### config.mk
export PLATFORM = sky130hd
export DESIGN_NAME = apbc_bus_control
export DESIGN_NICKNAME = d
export VERILOG_FILES = /design/src/core/apbc_pkg.sv /design/src/core/apbc_clk_select.sv /design/src/core/apbc_sar.sv /design/src/core/apbc_bus_control.sv
export VERILOG_INCLUDE_DIRS = /design/src /design/src/core
export SDC_FILE = /design/constraint.sdc
export NUM_CORES = 1
export LEC_CHECK = 0
export BUFFER_PORTS_ARGS = -buffer_cell sky130_fd_sc_hd__buf_2
export CORE_MARGIN = 4
export CORE_UTILIZATION = 50
export CTS_BUF_LIST = sky130_fd_sc_hd__clkbuf_4
export DETAILED_ROUTE_END_ITERATION = 12
export PLACE_DENSITY = 0.66
export SYNTH_ARGS = -nofsm -noshare
export SYNTH_HDL_FRONTEND = slang
export SYNTH_SLANG_ARGS = --single-unit
### constraint.sdc
create_clock -name clk -period 119.4 [get_ports clk]
set_input_delay 0 -clock clk [delete_from_list [all_inputs] [get_ports clk]]
set_output_delay 0 -clock clk [all_outputs]
set_load 0.1 [all_outputs]
### src/core/apbc_cfg.svh
`ifndef APBC_CFG_SVH
`define APBC_CFG_SVH

// Result width and code limits
`define APBC_RESULT_BITS 10
`define APBC_CODE_ZERO 10'h000
`define APBC_CODE_FULL 10'h3FF

// Timing in nanoseconds at a 25 ns clock
`define APBC_CLK_PERIOD_NS 25
`define APBC_CONV_TIME_NS 6000
`define APBC_DONE_CLEAR_NS 50
// Longest times round down, never below one cycle
`define APBC_CONV_CYCLES ((`APBC_CONV_TIME_NS / `APBC_CLK_PERIOD_NS) < 1 ? 1 : \
    (`APBC_CONV_TIME_NS / `APBC_CLK_PERIOD_NS))
`define APBC_DONE_CLEAR_CYCLES ((`APBC_DONE_CLEAR_NS / `APBC_CLK_PERIOD_NS) < 1 ? 1 : \
    (`APBC_DONE_CLEAR_NS / `APBC_CLK_PERIOD_NS))

// Cycles without an external clock fall before the internal clock is used;
// longer than the slowest allowed external period, so a slow clock is not dropped
`define APBC_EXT_CLK_TIMEOUT 100
// External clock falling edges counted before the next one switches to the external clock
`define APBC_EXT_CLK_LOCK 4

`endif

### src/core/apbc_pkg.sv
package apbc_pkg;
    // Converter sequence, Gray coded along idle, hold, finish
    typedef enum logic [1:0] {
        APBC_SAMPLE = 2'b00,
        APBC_HOLD = 2'b01,
        APBC_LOAD = 2'b11
    } apbc_state_t;

    // Which converter clock drives the bit steps
    typedef enum logic {
        APBC_CLK_INTERNAL = 1'b0,
        APBC_CLK_EXTERNAL = 1'b1
    } apbc_clk_sel_t;
endpackage

### src/core/apbc_clk_select.sv
`include "apbc_cfg.svh"

// Chooses internal or external converter clock and emits step ticks
module apbc_clk_select #(
    parameter int TIMEOUT = `APBC_EXT_CLK_TIMEOUT,
    parameter int LOCK = `APBC_EXT_CLK_LOCK
) (
    input wire logic clk,
    input wire logic reset,
    input wire logic external_clock_in,
    output apbc_pkg::apbc_clk_sel_t clk_sel,
    output logic step_tick
);
    import apbc_pkg::*;

    // Refuse counts that the counters cannot hold
    if (TIMEOUT < 2 || LOCK < 1 || LOCK > 255 || TIMEOUT > 65535) begin
        $error("apbc_clk_select: bad TIMEOUT or LOCK");
    end

    logic ext_prev_reg;
    logic ext_fall;
    logic [15:0] idle_cnt_reg;
    logic [7:0] lock_cnt_reg;
    apbc_clk_sel_t sel_reg;

    assign ext_fall = ext_prev_reg & ~external_clock_in;

    // Edge history of the external clock pin
    always_ff @(posedge clk) begin
        if (reset) begin
            ext_prev_reg <= 1'b1;
        end else begin
            ext_prev_reg <= external_clock_in;
        end
    end

    // Held high or idle pin falls back to the internal clock
    always_ff @(posedge clk) begin
        if (reset || ext_fall) begin
            idle_cnt_reg <= 16'h0000;
        end else if (idle_cnt_reg != 16'(TIMEOUT)) begin
            idle_cnt_reg <= idle_cnt_reg + 16'h0001;
        end
    end

    // A few edges are needed before switching, as the pin may glitch
    always_ff @(posedge clk) begin
        if (reset) begin
            lock_cnt_reg <= 8'h00;
            sel_reg <= APBC_CLK_INTERNAL;
        end else if (idle_cnt_reg == 16'(TIMEOUT)) begin
            lock_cnt_reg <= 8'h00;
            sel_reg <= APBC_CLK_INTERNAL;
        end else if (ext_fall) begin
            if (lock_cnt_reg == 8'(LOCK)) begin
                sel_reg <= APBC_CLK_EXTERNAL;
            end else begin
                lock_cnt_reg <= lock_cnt_reg + 8'h01;
            end
        end
    end

    assign clk_sel = sel_reg;
    // Internal clock steps every cycle; external steps on its falling edge
    assign step_tick = (sel_reg == APBC_CLK_EXTERNAL) ? ext_fall : 1'b1;
endmodule

### src/core/apbc_sar.sv
`include "apbc_cfg.svh"

// Successive approximation against the held sample, one bit per step
module apbc_sar #(
    parameter int WIDTH = `APBC_RESULT_BITS
) (
    input wire logic clk,
    input wire logic reset,
    input wire logic start,
    input wire logic step,
    input wire logic [WIDTH-1:0] held_sample,
    output logic [WIDTH-1:0] code,
    output logic done
);
    // Refuse widths the step logic is not sized for
    if (WIDTH < 2 || WIDTH > 16) begin
        $error("apbc_sar: WIDTH out of range");
    end

    logic [WIDTH-1:0] trial_reg;
    logic [WIDTH-1:0] mask_reg;
    logic busy_reg;
    logic [WIDTH-1:0] probe;

    assign probe = trial_reg | mask_reg;

    // Keep a bit when the probe does not exceed the sample
    always_ff @(posedge clk) begin
        if (reset) begin
            trial_reg <= '0;
            mask_reg <= '0;
            busy_reg <= 1'b0;
        end else if (start) begin
            trial_reg <= '0;
            mask_reg <= {1'b1, {(WIDTH-1){1'b0}}};
            busy_reg <= 1'b1;
        end else if (busy_reg && step) begin
            if (probe <= held_sample) begin
                trial_reg <= probe;
            end
            mask_reg <= mask_reg >> 1;
            if (mask_reg[0]) begin
                busy_reg <= 1'b0;
            end
        end
    end

    assign code = trial_reg;
    assign done = ~busy_reg;
endmodule

### src/core/apbc_bus_control.sv
// What this block does
// - Result bit 0 is LSB, bit 9 MSB
// - Done flag goes low as the latch loads
// - Select and read low drive latch out
// - Latch captures at done flag falling edge
// - Read falling edge raises done flag quickly
// - Select low, write rising edge starts conversion
// - Write rising edge stops sampling, holds input
// - Track input outside the conversion interval
// - Input at or above top gives ones
// - Input within span gives proportional code
// - Input at or below bottom gives zeros
// - Strobes ignored unless select is low
// - Internal clock unless external clock toggles
`include "apbc_cfg.svh"

module apbc_bus_control #(
    parameter int WIDTH = `APBC_RESULT_BITS,
    parameter int CONV_CYCLES = `APBC_CONV_CYCLES,
    parameter int CLEAR_CYCLES = `APBC_DONE_CLEAR_CYCLES
) (
    input wire logic clk,
    input wire logic reset,
    input wire logic chip_select_n,
    input wire logic write_n,
    input wire logic read_n,
    input wire logic external_clock_in,
    input wire logic [WIDTH-1:0] analog_level,
    input wire logic [WIDTH-1:0] ref_low,
    input wire logic [WIDTH-1:0] ref_high,
    output logic [WIDTH-1:0] result_bus_out,
    output logic result_bus_oe,
    output logic conversion_done_n,
    output logic sampling,
    output apbc_pkg::apbc_clk_sel_t clk_sel
);
    import apbc_pkg::*;

    // Refuse a conversion too short for every bit step or too long for the counter
    if (CONV_CYCLES < WIDTH + 2 || CONV_CYCLES > 65535 || CLEAR_CYCLES < 1) begin
        $error("apbc_bus_control: conversion must cover all bit steps");
    end

    // Scale the analog level into the reference span; clamp outside it
    function automatic logic [WIDTH-1:0] scale_level(
        input logic [WIDTH-1:0] level,
        input logic [WIDTH-1:0] lo,
        input logic [WIDTH-1:0] hi
    );
        logic [2*WIDTH-1:0] num;
        logic [WIDTH-1:0] span;
        num = '0;
        span = hi - lo;
        if (level <= lo || hi <= lo) begin
            scale_level = '0;
        end else if (level >= hi) begin
            scale_level = '1;
        end else begin
            num = {{WIDTH{1'b0}}, level - lo} * {{WIDTH{1'b0}}, {WIDTH{1'b1}}};
            scale_level = WIDTH'(num / {{WIDTH{1'b0}}, span});
        end
    endfunction

    apbc_state_t state_reg;
    logic write_prev_reg;
    logic read_prev_reg;
    logic [WIDTH-1:0] sample_reg;
    logic [WIDTH-1:0] latch_reg;
    logic done_n_reg;
    logic [15:0] conv_cnt_reg;
    logic write_rise;
    logic read_fall;
    logic step_tick;
    logic sar_start;
    logic sar_done;
    logic [WIDTH-1:0] sar_code;

    // Strobe edges only count while selected
    assign write_rise = ~chip_select_n & write_n & ~write_prev_reg;
    assign read_fall = ~chip_select_n & ~read_n & read_prev_reg;
    assign sar_start = write_rise && state_reg == APBC_SAMPLE;

    // Strobe history; reset as idle high so no edge appears at release
    always_ff @(posedge clk) begin
        if (reset) begin
            write_prev_reg <= 1'b1;
            read_prev_reg <= 1'b1;
        end else begin
            write_prev_reg <= write_n;
            read_prev_reg <= read_n;
        end
    end

    apbc_clk_select u_clk_select (
        .clk(clk),
        .reset(reset),
        .external_clock_in(external_clock_in),
        .clk_sel(clk_sel),
        .step_tick(step_tick)
    );

    apbc_sar #(
        .WIDTH(WIDTH)
    ) u_sar (
        .clk(clk),
        .reset(reset),
        .start(sar_start),
        .step(step_tick),
        .held_sample(sample_reg),
        .code(sar_code),
        .done(sar_done)
    );

    // Conversion sequence; a write during conversion is ignored
    always_ff @(posedge clk) begin
        if (reset) begin
            state_reg <= APBC_SAMPLE;
            conv_cnt_reg <= 16'h0000;
        end else begin
            case (state_reg)
                APBC_SAMPLE: begin
                    if (sar_start) begin
                        state_reg <= APBC_HOLD;
                        conv_cnt_reg <= 16'h0000;
                    end
                end
                APBC_HOLD: begin
                    if (conv_cnt_reg != 16'hFFFF) begin
                        conv_cnt_reg <= conv_cnt_reg + 16'h0001;
                    end
                    // Minimum conversion time, and never before the last bit
                    if (conv_cnt_reg >= 16'(CONV_CYCLES - 2) && sar_done) begin
                        state_reg <= APBC_LOAD;
                    end
                end
                APBC_LOAD: begin
                    state_reg <= APBC_SAMPLE;
                end
                default: begin
                    state_reg <= APBC_SAMPLE;
                end
            endcase
        end
    end

    // Track input while sampling, freeze while holding
    always_ff @(posedge clk) begin
        if (reset) begin
            sample_reg <= '0;
        end else if (state_reg == APBC_SAMPLE && !sar_start) begin
            sample_reg <= scale_level(analog_level, ref_low, ref_high);
        end
    end

    // Latch loads in the same step that pulls the flag low
    always_ff @(posedge clk) begin
        if (reset) begin
            latch_reg <= '0;
        end else if (state_reg == APBC_LOAD) begin
            latch_reg <= sar_code;
        end
    end

    // Load wins over a read edge in the same cycle, so no result is missed
    always_ff @(posedge clk) begin
        if (reset) begin
            done_n_reg <= 1'b1;
        end else if (state_reg == APBC_LOAD) begin
            done_n_reg <= 1'b0;
        end else if (read_fall) begin
            done_n_reg <= 1'b1;
        end
    end

    assign conversion_done_n = done_n_reg;
    assign sampling = state_reg != APBC_HOLD;
    // Latch bit order is result bit order: index 0 carries the LSB
    assign result_bus_out = latch_reg;
    // Drive only while selected and read low, else share the host bus
    assign result_bus_oe = ~chip_select_n & ~read_n;
endmodule

==> metrics.txt <==
core area 31,900 sq um; initial DRC count 1,249; Placer Congestion 1.02; Synth Flop Type dfxtp_1; vias between 15,000 and 20,000; endpoints failing hold 0; Post-Route WL 46,700 um; largest net degree at the start of global routing 34; PostCTS Resize Cnt 0; Wirelength per Cell 17.6 um; antenna cells 0; Post-DRT Antenna Nets 0; WHS Endpoint sample_reg[6]; Gate Count Post-Synth 2,177; Sum Neg Setup Slack 0 ps; #FFs+latches synth 88; worst r2r path cells 14; H-tree depth 3; NumNets Final 2,538; CTS root buffer clkbuf_4; reg-to-reg endpoint u_sar.code[1]; Hold Crit Class input pin to flop; Total GRT Usage 0.253; Overflow after GRT 0; layout cells sized above 1 0.0810; Hold Path Depth 6; DP HPWL 38,200 um; fmax 18.2 MHz; RSZ-0062 raised after global routing false; worst reg2reg startpoint u_sar.mask_reg[1]; Die ar. about 36,000 sq um; Worst path slowest cell nor2_1; Slew headroom 0.375; Die Wd approximately 190 um; Synth Net Count 2,508; Worst Max-Slew Pin Slew just over 900 ps; cell row count 65; Final Non-Filler Cells 2,646; status completed; CTS tree yes; Cells after DPL between 2,000 and 3,000; Max Slew Vio Count 0; first-pass GRT wire length 76,400 um; minimum clock period between 50,000 and 60,000 ps; synthesis-to-layout area growth 5.44%; Worst-Skew Late Latency 450 ps; maximum fanout along the worst path 24; IO Port Bufs 49; Clock Path Buffers 2; residual DRC count 0; hold_sp analog_level[9]; Tcrit/Tclk final 0.459; Worst Skew roughly 33 ps; vias in the first global route between 15,000 and 20,000; vias per std cell 6.13; sequential element share of the synthesized area 0.108; chip height ~190 um; CP required 119,690 ps; Post-Syn Area 16,400 sq um; io pins 50; CTS buffer count 9; CTS clk-pin slew, worst paths 150 ps; Final setup viols 0; Max Cap Viol 0; arrival time worst endpoint 55,120 ps; Worst setup SP type input pin; asr flop ratio synth 0; r2r setup slk 116,400 ps; Starting Density 0.513; Post-synth EDFFs 0; syn_area_per_cell roughly 7.5 sq um; Pre-antenna DRT Iters 6; Synth cell types approximately 110; initial antenna violation count 1; CP dominant cell by count o21a_1; Worst setup EP type flop; filler cell count around 3,200; critical path class input pin to flop; Critical Path Max Stage Delay 770 ps; CTS Sinks 88; Ys Warns 0
[Yosys cell counts, types with 7 or more instances]
cell       number  area share
o211ai_1       22       0.010
a221o_1         7      0.0043
and2_1         17      0.0065
fa_1           37       0.045
nand2_1       216       0.050
ha_1          258        0.20
a21o_1         55       0.025
buf_2           8      0.0024
a22oi_1        10      0.0046
clkbuf_1       36      0.0083
dfxtp_1        88        0.11
o2111ai_1       8      0.0043
a211oi_1       14      0.0064
nor2_1        207       0.047
xor2_1         52       0.028
nand3_1        50       0.015
inv_1         136       0.031
o21ai_0       104       0.032
and4_1          7      0.0037
nor3_1         99       0.030
mux2i_1        15      0.0092
nor4_1         11      0.0042
a31o_2          8      0.0043
nor2b_1        17      0.0065
a31oi_1        12      0.0046
a21oi_1       153       0.047
o21a_1         76       0.035
o22ai_1        10      0.0038
nand2b_1       33       0.013
and3_1         19      0.0073
o31ai_1        43       0.020
or2_2          24      0.0092
or3_1          30       0.011
xnor2_1        74       0.040
mux2_2         30       0.021
a21boi_0        7      0.0032
nand4_1        33       0.013
[worst max-delay path by stage]
stage                     slack (ps)  depth (start not counted)            start       endpoint
after floorplan                70380                        252  analog_level[0]  sample_reg[0]
after global placement         66210                        237  analog_level[0]  sample_reg[0]
after detailed placement       64860                        237       ref_low[1]  sample_reg[0]
after CTS                      65180                        238       ref_low[1]  sample_reg[0]
after global routing           59890                        241       ref_low[1]  sample_reg[0]
final                          64580                        237       ref_low[1]  sample_reg[0]
[critical path, delay by kind of cell]
family	cells	cell delay [ps]
compound gates	132	29030
xor+xnor	5	1530
fa+ha+maj	26	8690
buf+inv	12	1110
mux	6	2080
simple gates	56	12560
[cell usage in the layout, fill, tap and decap left out, types with 7 or more instances in the layout]
cell type / n
nor3_1: 99
buf_4: 13
mux2_2: 30
and4_1: 7
and3_1: 19
buf_2: 49
nand2_1: 216
inv_1: 136
nor4_1: 11
a31oi_1: 12
a221o_1: 7
o21a_1: 76
a31o_2: 8
or3_1: 30
a22oi_1: 10
o2111ai_1: 8
a21o_1: 55
fa_1: 37
nand4_1: 33
mux2i_1: 15
and2_1: 17
nor2b_1: 17
clkbuf_4: 9
a211oi_1: 14
xnor2_1: 73
xor2_1: 52
o211ai_1: 22
a21boi_0: 7
nor2_1: 207
o21ai_0: 104
o31ai_1: 43
o22ai_1: 10
dfxtp_1: 88
nand3_1: 50
nand2b_1: 33
ha_1: 258
a21oi_1: 153
or2_2: 24
[through the flow]
stage / setup WS [ps] / hold slack (ps) / instance area, sq um / util
after global routing: 59890 / 295 / 17300 / 0.541
after detailed placement: 64860 / 204 / 17000 / 0.535
after floorplan: 70380 / 107 / 16400 / -
final: 64580 / 278 / 17300 / 0.541
after CTS: 65180 / 253 / 17300 / 0.541
after global placement: 66210 / 201 / 17000 / 0.535
[routing by layer]
layer	share of wire	wire [um]	vias up	global-route usage
li1	-	-	8071	-
met1	0.48	22200	7618	0.359
met2	0.44	20700	467	0.417
met3	0.053	2470	77	0.0223
met4	0.027	1250	0	0.0611
met5	0	0	-	0
[layout make-up]
type | count | area, sq um | area share
inverter | 138 | 519 | 0.0301
multi-input combinational | 1903 | 13900 | 0.804
tap | 435 | 544 | 0.0315
clock inverter | 6 | 91.3 | 0.00529
sequential | 88 | 1760 | 0.102
clock buffer | 9 | 67.6 | 0.00392
timing repair buffer | 67 | 393 | 0.0228
[cells by family after synthesis]
| group | share of synthesized area |
|---|---|
| mux | 0.0317 |
| compound gates | 0.266 |
| buf+inv | 0.0447 |
| fa+ha+maj | 0.243 |
| flops | 0.108 |
| simple gates | 0.240 |
| xor+xnor | 0.0674 |
[what timing repair did]
item,4_1_cts,5_1_grt
buffers inserted,0,0
endpoints found under the hold margin,10,0
hold buffers,5,0
Power is left out: the tool's default activity adds up to more than one toggle a clock period on the data nets, which glitch-free logic cannot reach.
